## config.mk

```make
export PLATFORM = sky130hd
export DESIGN_NAME = hdrins_aux_insert
export DESIGN_NICKNAME = d
export VERILOG_FILES = /design/src/hdrins_aux_insert.v /design/src/hdrins_fifo.v /design/src/hdrins_frame_builder.v
export VERILOG_INCLUDE_DIRS = /design/src
export SDC_FILE = /design/constraint.sdc
export NUM_CORES = 2
export LEC_CHECK = 0
export BUFFER_PORTS_ARGS = -buffer_cell sky130_fd_sc_hd__buf_4
export CAP_MARGIN = 20
export CELL_PAD_IN_SITES_DETAIL_PLACEMENT = 0
export CELL_PAD_IN_SITES_GLOBAL_PLACEMENT = 1
export CORE_ASPECT_RATIO = 1.25
export CORE_MARGIN = 2
export CORE_UTILIZATION = 40
export CTS_CLUSTER_SIZE = 40
export DETAILED_ROUTE_END_ITERATION = 6
export GPL_TIMING_DRIVEN = 0
export PLACE_DENSITY_LB_ADDON = 0.1
export SLEW_MARGIN = 15
export SYNTH_ARGS = -nofsm -noshare
export SYNTH_HDL_FRONTEND = slang
export SYNTH_SLANG_ARGS = --single-unit
```

## constraint.sdc

```tcl
create_clock -name clk -period 8.5 [get_ports clk]
set_input_delay 1.275 -clock clk [delete_from_list [all_inputs] [get_ports clk]]
set_output_delay 1.275 -clock clk [all_outputs]
set_load 0.02 [all_outputs]
```

## src/hdrins_regs.vh

```
`ifndef HDRINS_REGS_VH
`define HDRINS_REGS_VH

// ==========================================================
// stream geometry
`define HDRINS_DATA_W        72
`define HDRINS_CHAN_W        11
`define HDRINS_FIFO_DEPTH    32
`define HDRINS_BUNDLE_W      224
`define HDRINS_BEATS         4
`define HDRINS_BEAT_IDX_W    2
`define HDRINS_LAST_BEAT     2'h3

// ==========================================================
// generated packet header and channel defaults
`define HDRINS_TYPE_CODE     8'h00
`define HDRINS_VERSION       8'h01
`define HDRINS_PAYLOAD_LEN   8'h1A
`define HDRINS_CHANNEL       11'h000
`define HDRINS_TYPE_LSB      0
`define HDRINS_TYPE_MSB      7

// ==========================================================
// payload bundle field positions
`define HDRINS_PB_TFC_LSB    0
`define HDRINS_PB_MDK_LSB    8
`define HDRINS_PB_META_LSB   16
`define HDRINS_PB_META_W     192
`define HDRINS_PB_RSVD_LSB   208
`define HDRINS_PB_RSVD_W     16

`endif

```

## src/hdrins_aux_insert.v

```verilog
// Function
// integrator clocks this block from the link speed clock of the aux streams.
// integrator resynchronises the frame sync into the link clock domain.
// each rising frame sync edge inserts the local HDR packet downstream.
// at most one generated HDR packet is scheduled per video frame.
// incoming HDR packets are dropped so only local values reach the transmitter.
// output is a stream: 72-bit data, valid, ready, sop, eop, 11-bit channel.
// pass-through input is a 72-bit stream with backpressure honoured upstream.
// three header bytes supplied: type code, then version, then length.
// payload from a 224-bit bundle, byte 1 lowest, top two bytes reserved.
// payload byte 1 holds 3-bit transfer function code, upper five bits zero.
// payload byte 2 holds 3-bit metadata descriptor kind, upper bits zero.
// bytes 3-14 carry three primary x/y pairs, 16 bits, low byte first.
// bytes 15-18 carry white point x then y, low byte first.
// bytes 19-22 carry max then min mastering luminance, low byte first.
// bytes 23-26 carry max content then max frame-average light level.
// blocking control low disables filtering; HDR packets pass unchanged.
// generator port valid low stops any further packet generation.
// reset clears schedule and edge detector and drives output valid low.
// transmitter side uses backpressure; never a partial packet on its port.
`timescale 1ns/1ps
`include "hdrins_regs.vh"

module hdrins_aux_insert #(
  parameter DATA_W     = `HDRINS_DATA_W,
  parameter CHAN_W     = `HDRINS_CHAN_W,
  parameter FIFO_DEPTH = `HDRINS_FIFO_DEPTH
) (
  input  wire                        clk,
  input  wire                        reset,
  input  wire                        frame_sync,
  input  wire                        block_ext_hdr,
  input  wire                        generator_port_valid,
  input  wire [DATA_W-1:0]           aux_in_data,
  input  wire                        aux_in_valid,
  output wire                        aux_in_ready,
  input  wire                        aux_in_sop,
  input  wire                        aux_in_eop,
  output reg  [DATA_W-1:0]           aux_out_data_r,
  output reg                         aux_out_valid_r,
  input  wire                        aux_out_ready,
  output reg                         aux_out_sop_r,
  output reg                         aux_out_eop_r,
  output reg  [CHAN_W-1:0]           aux_out_channel_r,
  input  wire [2:0]                  transfer_function_code,
  input  wire [2:0]                  metadata_descriptor_kind,
  input  wire [15:0]                 primary_x0,
  input  wire [15:0]                 primary_y0,
  input  wire [15:0]                 primary_x1,
  input  wire [15:0]                 primary_y1,
  input  wire [15:0]                 primary_x2,
  input  wire [15:0]                 primary_y2,
  input  wire [15:0]                 white_point_x,
  input  wire [15:0]                 white_point_y,
  input  wire [15:0]                 max_mastering_lum,
  input  wire [15:0]                 min_mastering_lum,
  input  wire [15:0]                 max_content_light,
  input  wire [15:0]                 max_frame_avg_light,
  output wire [7:0]                  infoframe_type_byte,
  output wire [7:0]                  infoframe_version_byte,
  output wire [7:0]                  infoframe_length_byte,
  output wire [`HDRINS_BUNDLE_W-1:0] hdr_payload_bundle,
  output wire                        insert_pending
);
  localparam FW = DATA_W + 2;

  // ==========================================================
  // arbiter states, one-hot
  localparam [2:0] ST_IDLE = 3'b001;
  localparam [2:0] ST_PASS = 3'b010;
  localparam [2:0] ST_GEN  = 3'b100;

  reg  [2:0]                    state_r;
  reg  [2:0]                    state_nxt;
  reg                           fs_meta_r;
  reg                           fs_sync_r;
  reg                           fs_prev_r;
  reg                           pending_r;
  reg                           dropping_r;
  reg  [`HDRINS_BEAT_IDX_W-1:0] beat_r;
  wire                          fs_rise;
  wire                          in_take;
  wire                          is_hdr_sop;
  wire                          drop_beat;
  wire                          fifo_in_valid;
  wire                          fifo_in_ready;
  wire [FW-1:0]                 fifo_out;
  wire                          fifo_out_valid;
  wire                          fifo_out_ready;
  wire                          load;
  wire                          gen_start;
  wire                          gen_last;
  wire [DATA_W-1:0]             gen_beat;

  function is_hdr_type;
    input [DATA_W-1:0] word;
    input [7:0]        type_code;
    begin
      is_hdr_type = (word[`HDRINS_TYPE_MSB:`HDRINS_TYPE_LSB] == type_code);
    end
  endfunction

  // ==========================================================
  // frame sync edge detector
  // two stages even though the source should already be on this clock;
  // costs two cycles of insertion latency, protects against a raw vsync
  always @(posedge clk)
  begin
    if (reset)
    begin
      fs_meta_r <= 1'b0;
      fs_sync_r <= 1'b0;
      fs_prev_r <= 1'b0;
    end
    else
    begin
      fs_meta_r <= frame_sync;
      fs_sync_r <= fs_meta_r;
      fs_prev_r <= fs_sync_r;
    end
  end

  assign fs_rise = fs_sync_r & ~fs_prev_r;

  // ==========================================================
  // insertion schedule: one packet per frame
  assign gen_start      = (state_r == ST_IDLE) & pending_r;
  assign insert_pending = pending_r;

  always @(posedge clk)
  begin
    if (reset)
    begin
      pending_r <= 1'b0;
    end
    else if (~generator_port_valid)
    begin
      pending_r <= 1'b0;
    end
    else if (fs_rise)
    begin
      // a second edge before service still yields one packet
      pending_r <= 1'b1; // see R3
    end
    else if (gen_start)
    begin
      pending_r <= 1'b0;
    end
  end

  // ==========================================================
  // incoming filter: whole HDR packets are swallowed
  assign is_hdr_sop    = aux_in_valid & aux_in_sop & block_ext_hdr &
                         is_hdr_type(aux_in_data, infoframe_type_byte); // see R5
  assign drop_beat     = dropping_r | is_hdr_sop;
  assign aux_in_ready  = drop_beat | fifo_in_ready;
  assign fifo_in_valid = aux_in_valid & ~drop_beat;
  assign in_take       = aux_in_valid & aux_in_ready;

  always @(posedge clk)
  begin
    if (reset)
    begin
      dropping_r <= 1'b0;
    end
    else if (in_take & drop_beat)
    begin
      dropping_r <= ~aux_in_eop;
    end
  end

  hdrins_fifo #(
    .WIDTH (FW),
    .DEPTH (FIFO_DEPTH)
  ) u_fifo (
    .clk         (clk),
    .reset       (reset),
    .in_data     ({aux_in_sop, aux_in_eop, aux_in_data}),
    .in_valid    (fifo_in_valid),
    .in_ready    (fifo_in_ready),
    .out_data_r  (fifo_out),
    .out_valid_r (fifo_out_valid),
    .out_ready   (fifo_out_ready)
  );

  hdrins_frame_builder u_builder (
    .clk                      (clk),
    .reset                    (reset),
    .transfer_function_code   (transfer_function_code),
    .metadata_descriptor_kind (metadata_descriptor_kind),
    .primary_x0               (primary_x0),
    .primary_y0               (primary_y0),
    .primary_x1               (primary_x1),
    .primary_y1               (primary_y1),
    .primary_x2               (primary_x2),
    .primary_y2               (primary_y2),
    .white_point_x            (white_point_x),
    .white_point_y            (white_point_y),
    .max_mastering_lum        (max_mastering_lum),
    .min_mastering_lum        (min_mastering_lum),
    .max_content_light        (max_content_light),
    .max_frame_avg_light      (max_frame_avg_light),
    .beat_idx                 (beat_r),
    .infoframe_type_byte      (infoframe_type_byte),
    .infoframe_version_byte   (infoframe_version_byte),
    .infoframe_length_byte    (infoframe_length_byte),
    .hdr_payload_bundle       (hdr_payload_bundle),
    .beat_data                (gen_beat)
  );

  // ==========================================================
  // output multiplexer, switching only between whole packets
  assign load           = ~aux_out_valid_r | aux_out_ready;
  assign fifo_out_ready = (state_r == ST_PASS) & load;
  assign gen_last       = (beat_r == `HDRINS_LAST_BEAT);

  always @*
  begin
    state_nxt = state_r;
    case (state_r)
      ST_IDLE:
      begin
        // generator wins at a boundary so the frame's packet is not starved
        if (pending_r)
        begin
          state_nxt = ST_GEN;
        end
        else if (fifo_out_valid)
        begin
          state_nxt = ST_PASS;
        end
      end
      ST_PASS:
      begin
        if (fifo_out_valid & load & fifo_out[DATA_W])
        begin
          state_nxt = ST_IDLE;
        end
      end
      ST_GEN:
      begin
        if (load & gen_last)
        begin
          state_nxt = ST_IDLE;
        end
      end
      default:
      begin
        state_nxt = ST_IDLE;
      end
    endcase
  end

  always @(posedge clk)
  begin
    if (reset)
    begin
      state_r           <= ST_IDLE;
      beat_r            <= {`HDRINS_BEAT_IDX_W{1'b0}};
      aux_out_valid_r   <= 1'b0;
      aux_out_data_r    <= {DATA_W{1'b0}};
      aux_out_sop_r     <= 1'b0;
      aux_out_eop_r     <= 1'b0;
      aux_out_channel_r <= `HDRINS_CHANNEL;
    end
    else
    begin
      state_r           <= state_nxt;
      aux_out_channel_r <= `HDRINS_CHANNEL;
      if ((state_r == ST_PASS) & load & fifo_out_valid)
      begin
        aux_out_valid_r <= 1'b1;
        aux_out_data_r  <= fifo_out[DATA_W-1:0];
        aux_out_eop_r   <= fifo_out[DATA_W];
        aux_out_sop_r   <= fifo_out[DATA_W+1];
      end
      else if ((state_r == ST_GEN) & load)
      begin
        aux_out_valid_r <= 1'b1; // see R3
        aux_out_data_r  <= gen_beat;
        aux_out_sop_r   <= (beat_r == {`HDRINS_BEAT_IDX_W{1'b0}});
        aux_out_eop_r   <= gen_last;
        beat_r          <= gen_last ? {`HDRINS_BEAT_IDX_W{1'b0}} : beat_r + 1'b1;
      end
      else if (load)
      begin
        aux_out_valid_r <= 1'b0;
      end
    end
  end
endmodule

```

## src/hdrins_fifo.v

```verilog
`timescale 1ns/1ps

module hdrins_fifo #(
  parameter WIDTH = 74,
  parameter DEPTH = 32
) (
  input  wire             clk,
  input  wire             reset,
  input  wire [WIDTH-1:0] in_data,
  input  wire             in_valid,
  output wire             in_ready,
  output reg  [WIDTH-1:0] out_data_r,
  output reg              out_valid_r,
  input  wire             out_ready
);
  localparam AW = (DEPTH > 1) ? $clog2(DEPTH) : 1;
  localparam CW = $clog2(DEPTH + 1);

  reg [WIDTH-1:0] mem [0:DEPTH-1];
  reg [AW-1:0]    wr_ptr_r;
  reg [AW-1:0]    rd_ptr_r;
  reg [CW-1:0]    count_r;
  wire            wr_en;
  wire            rd_en;

  // ==========================================================
  // storage with a registered read stage
  assign in_ready = (count_r != DEPTH[CW-1:0]);
  assign wr_en    = in_valid & in_ready;
  // refill the output register whenever it empties or is taken
  assign rd_en    = (count_r != {CW{1'b0}}) & (~out_valid_r | out_ready);

  always @(posedge clk)
  begin
    if (wr_en)
    begin
      mem[wr_ptr_r] <= in_data;
    end
  end

  always @(posedge clk)
  begin
    if (reset)
    begin
      wr_ptr_r    <= {AW{1'b0}};
      rd_ptr_r    <= {AW{1'b0}};
      count_r     <= {CW{1'b0}};
      out_valid_r <= 1'b0;
      out_data_r  <= {WIDTH{1'b0}};
    end
    else
    begin
      if (wr_en)
      begin
        wr_ptr_r <= (wr_ptr_r == DEPTH[AW-1:0] - 1'b1) ? {AW{1'b0}} : wr_ptr_r + 1'b1;
      end
      if (rd_en)
      begin
        rd_ptr_r    <= (rd_ptr_r == DEPTH[AW-1:0] - 1'b1) ? {AW{1'b0}} : rd_ptr_r + 1'b1;
        out_data_r  <= mem[rd_ptr_r];
        out_valid_r <= 1'b1;
      end
      else if (out_ready)
      begin
        out_valid_r <= 1'b0;
      end
      if (wr_en & ~rd_en)
      begin
        count_r <= count_r + 1'b1;
      end
      else if (rd_en & ~wr_en)
      begin
        count_r <= count_r - 1'b1;
      end
    end
  end
endmodule

```

## src/hdrins_frame_builder.v

```verilog
`timescale 1ns/1ps
`include "hdrins_regs.vh"

module hdrins_frame_builder (
  input  wire                          clk,
  input  wire                          reset,
  input  wire [2:0]                    transfer_function_code,
  input  wire [2:0]                    metadata_descriptor_kind,
  input  wire [15:0]                   primary_x0,
  input  wire [15:0]                   primary_y0,
  input  wire [15:0]                   primary_x1,
  input  wire [15:0]                   primary_y1,
  input  wire [15:0]                   primary_x2,
  input  wire [15:0]                   primary_y2,
  input  wire [15:0]                   white_point_x,
  input  wire [15:0]                   white_point_y,
  input  wire [15:0]                   max_mastering_lum,
  input  wire [15:0]                   min_mastering_lum,
  input  wire [15:0]                   max_content_light,
  input  wire [15:0]                   max_frame_avg_light,
  input  wire [`HDRINS_BEAT_IDX_W-1:0] beat_idx,
  output reg  [7:0]                    infoframe_type_byte,
  output reg  [7:0]                    infoframe_version_byte,
  output reg  [7:0]                    infoframe_length_byte,
  output reg  [`HDRINS_BUNDLE_W-1:0]   hdr_payload_bundle,
  output wire [`HDRINS_DATA_W-1:0]     beat_data
);
  localparam SER_W = `HDRINS_BEATS * `HDRINS_DATA_W;

  wire [`HDRINS_PB_META_W-1:0] meta_flat;
  wire [`HDRINS_BUNDLE_W-1:0]  bundle_nxt;
  wire [SER_W-1:0]             serial;

  // ==========================================================
  // payload bundle assembly
  assign meta_flat = {max_frame_avg_light, max_content_light, min_mastering_lum,
                      max_mastering_lum, white_point_y, white_point_x, primary_y2,
                      primary_x2, primary_y1, primary_x1, primary_y0, primary_x0};

  assign bundle_nxt[`HDRINS_PB_TFC_LSB +: 8] = {5'h0_0, transfer_function_code};
  assign bundle_nxt[`HDRINS_PB_MDK_LSB +: 8] = {5'h0_0, metadata_descriptor_kind};
  assign bundle_nxt[`HDRINS_PB_RSVD_LSB +: `HDRINS_PB_RSVD_W] = 16'h0000;

  // each 16-bit value goes out low byte first, two bytes per field
  genvar g;
  generate
    for (g = 0; g < 12; g = g + 1)
    begin : g_field
      assign bundle_nxt[`HDRINS_PB_META_LSB + 16*g +: 16] = meta_flat[16*g +: 16];
    end
  endgenerate
  // fields 6..7 white point, 8..9 luminance, 10..11 light levels: see R13 see R14

  always @(posedge clk)
  begin
    if (reset)
    begin
      infoframe_type_byte    <= 8'h00;
      infoframe_version_byte <= 8'h00;
      infoframe_length_byte  <= 8'h00;
      hdr_payload_bundle     <= {`HDRINS_BUNDLE_W{1'b0}};
    end
    else
    begin
      infoframe_type_byte    <= `HDRINS_TYPE_CODE;
      infoframe_version_byte <= `HDRINS_VERSION;
      infoframe_length_byte  <= `HDRINS_PAYLOAD_LEN;
      hdr_payload_bundle     <= bundle_nxt;
    end
  end

  // ==========================================================
  // beat serialiser: header bytes first, then payload, zero padded
  assign serial = {{(SER_W - 24 - `HDRINS_BUNDLE_W){1'b0}}, hdr_payload_bundle,
                   infoframe_length_byte, infoframe_version_byte, infoframe_type_byte};
  assign beat_data = serial[beat_idx * `HDRINS_DATA_W +: `HDRINS_DATA_W];
endmodule

```

==> impl_metrics.py <==
metrics = {
    "run_status": {
        "status": "finished, final reports clean",
    },
    "global_routing": {
        "grt_util_met2_pct": 46.3,
        "busiest_layer": "met2",
        "grtUsageMet3_pct": 3.84,
        "grt_pass1_wl_um": 477000,
        "grt_use_total_pct": 26.5,
        "grt_pass1_vias": 57900,
        "globalRouteMet1Util_pct": 33.5,
        "gr-total-overflow": 0,
        "grt_max_degree": 34,
        "antenna_found_initial": 36,
    },
    "floorplanning": {
        "die_y_um": 572,
        "fp.coreArea_um2": 257000,
        "fp-row-count": 208,
        "start_util_pct": 40.2,
        "die_width_um": 458,
        "die-area_um2": 262000,
        "pin_count": 615,
    },
    "hold_path": {
        "min_path_type": "reg2reg",
        "min_from": "aux_out_data_r[48]$_SDFFE_PP0P_",
    },
    "power": {
        "vdd_drop_max_v": 0.000171,
        "power.density_nw_per_um2": 268,
        "p_leak_uw": 0.0402,
    },
    "synthesis": {
        "synthMuxAreaShare_pct": 13.6,
        "synthArstFlopShare_pct": 0,
        "yosys_warnings": 0,
        "synth_cell_types": 67,
        "synth_area_per_cell_um2": 19.2,
        "synth_xor_area_share_pct": 0.0339,
        "synthAdderAreaFrac_pct": 0.189,
        "synth_top_family_by_area": "multiplexers",
        "synth_ff_type": "edfxtp_1",
        "synth_edf_count": 2368,
        "ys_seq_area_share_pct": 76.1,
        "synth-compound-area-share_pct": 4.77,
        "synth-simple-area-share_pct": 3.24,
        "syn_area_um2": 103000,
        "synth_cells": 5385,
        "ys_ff_latch": 2743,
    },
    "cells_and_area": {
        "area_delta_synth_final_pct": 21.2,
        "nNetsFinal": 6752,
        "finalInstanceArea_um2": 125000,
        "layout_common_cells": "edfxtp_1, buf_4, mux2i_1, mux4_2, dfxtp_1",
        "final_cell_count_no_fill": 10100,
        "drive_gt1_share_pct": 27.9,
        "mostFrequentLayoutCell": "edfxtp_1",
    },
    "cts": {
        "clockRootBuffer": "clkbuf_16",
        "cts_made_buffers": 289,
        "clkLatencyLatePin_ps": 860,
        "cts_buffer_depth": 4,
        "post-cts-setup-buffers": 0,
        "ctsResizeCount": 0,
        "cts_hold_buffers": 0,
        "clock_sinks": 2743,
        "path_clk_slew_ps": 60,
        "h-tree-depth": 5,
        "cts_tree": "yes",
    },
    "setup_path": {
        "critPathTopFamily": "buffers and inverters",
        "cp-startpoint": "reset",
        "cp.arrival_ps": 4770,
        "crit_chain": "buf_4, clkbuf_2, clkbuf_1, buf_6, clkbuf_1, clkbuf_1, nor2_1",
        "reg2reg_from": "u_fifo.count_r[0]$_SDFFE_PP0P_",
        "cp_slowest_cell": "clkbuf_1",
        "cpMostUsedCell": "clkbuf_1",
        "startpoint_type": "primary input",
        "crit_type": "in2reg",
        "max_stage_delay_ps": 920,
        "path_buf_inv": 6,
        "end_kind": "flip-flop",
        "crit_fanout": 10,
        "critPathRequiredTime_ps": 9190,
    },
    "detailed_routing": {
        "dr_total_vias": 57500,
        "first_pass_iters": 7,
        "routedWlPerCell_um": 35.1,
        "via_per_inst": 5.72,
        "ant_nets": 0,
        "initialDrtViolationCount": 6312,
        "drc": 0,
        "drt_wl_total_um": 353000,
    },
    "run": {
        "maxCapViolCount": 0,
    },
    "sta": {
        "rsz0062_at_grt": "false",
        "period_minus_slack_ps": 4080,
        "finalClockSkew_ps": 37.1,
        "tns_ps": 0,
        "max_freq_mhz": 245,
        "drv_slew": 0,
        "finalCritPeriodShare_pct": 48.0,
        "setup_viol": 0,
        "worst_pin_slew_ps": 1230,
        "relSlewSlack_pct": 17.4,
        "finalHoldViolCount": 0,
    },
    "place": {
        "gp_congestion": 0.800,
        "post-dp-hpwl_um": 253000,
        "placed_cell_area_um2": 116000,
        "dp_cells": 9527,
        "portBuffers": 557,
    },
}
power breakdown:
part           switching [uW]  internal [uW]  total, uW
combinational            3240           2290       5530
clock                    5260           7320      12600
sequential                447          15000      15400
metrics by stage:
step	total power, uW	hold WS, ps	worst slack, ps	utilization [%]
final	33500	457	4420	48.7
after global routing	34500	471	4340	48.7
after CTS	33800	456	4520	48.7
after detailed placement	21300	442	3600	45.1
after global placement	21200	443	-3660	43.5
after floorplan	18800	414	2840	-
worst paths after layout:
path | endpoint | slack [ps] | cells past startpoint
worst max-delay path | aux_out_data_r[30]$_SDFFE_PP0P_ | 4420 | 7
worst min-delay path | aux_out_data_r[48]$_SDFFE_PP0P_ | 460 | 2
worst max register to register | u_fifo.mem[0][46]$_DFFE_PP_ | 4810 | 9
worst min register to register | aux_out_data_r[48]$_SDFFE_PP0P_ | 460 | 2
Yosys cell counts, drive strengths merged (15+ instances only):
master / count / area (um^2)
nor3: 15 / 80.1
nor2: 132 / 498
a31oi: 22 / 138
o211a: 18 / 180
edfxtp: 2368 / 71100
clkbuf: 122 / 459
a32oi: 55 / 482
mux2i: 463 / 4630
mux4: 409 / 9210
nor2b: 211 / 1320
a21oi: 85 / 425
o211ai: 57 / 428
nand2: 123 / 462
nor4: 20 / 125
o21ai: 65 / 325
a221oi: 32 / 280
mux2: 15 / 169
or3: 61 / 382
buf: 268 / 1640
o22ai: 166 / 1040
dfxtp: 375 / 7510
a22oi: 202 / 1520
cell families after synthesis:
group | count (synthesis)
flip-flops | 2743
multiplexers | 887
AO/OA/AOI/OAI | 714
AND/OR/NAND/NOR | 623
buffers and inverters | 398
adder cells (fa/ha/maj) | 15
XOR/XNOR | 4
other | 1
flip-flops by register name, indices dropped and copies added, names as in the netlist:
name	cells
u_fifo.mem	2368
u_builder.hdr_payload_bundle	198
u_fifo.out_data_r	74
aux_out_data_r	72
u_fifo.count_r	6
u_fifo.rd_ptr_r	5
u_fifo.wr_ptr_r	5
state_r	3
beat_r	2
aux_out_eop_r	1
aux_out_sop_r	1
aux_out_valid_r	1
dropping_r	1
fs_meta_r	1
fs_prev_r	1
fs_sync_r	1
insert_pending	1
u_builder.infoframe_length_byte	1
u_fifo.out_valid_r	1
metal layers:
metal,part of all wire (%),up-vias
li1,-,24000
met1,39,30700
met2,51,2393
met3,6.6,474
met4,3.7,18
met5,0.034,-
tightest hold or removal path: stages, from the launching register on:
cell and delay [ps]:
dfxtp_1 310, nand2_1 50, a21oi_1 50
cell type report:
class	instances	area (um^2)
Timing Repair Buffer	726	7890
Multi-Input combinational cell	2300	23000
Tap cell	3360	4200
Buffer	390	2110
Inverter	8	30.0
Fill cell	21400	132000
Sequential cell	2743	78600
Clock buffer	405	8120
Clock inverter	112	1150
Antenna cell	12	30.0
Note: power is estimated with default switching activity, not from simulation.
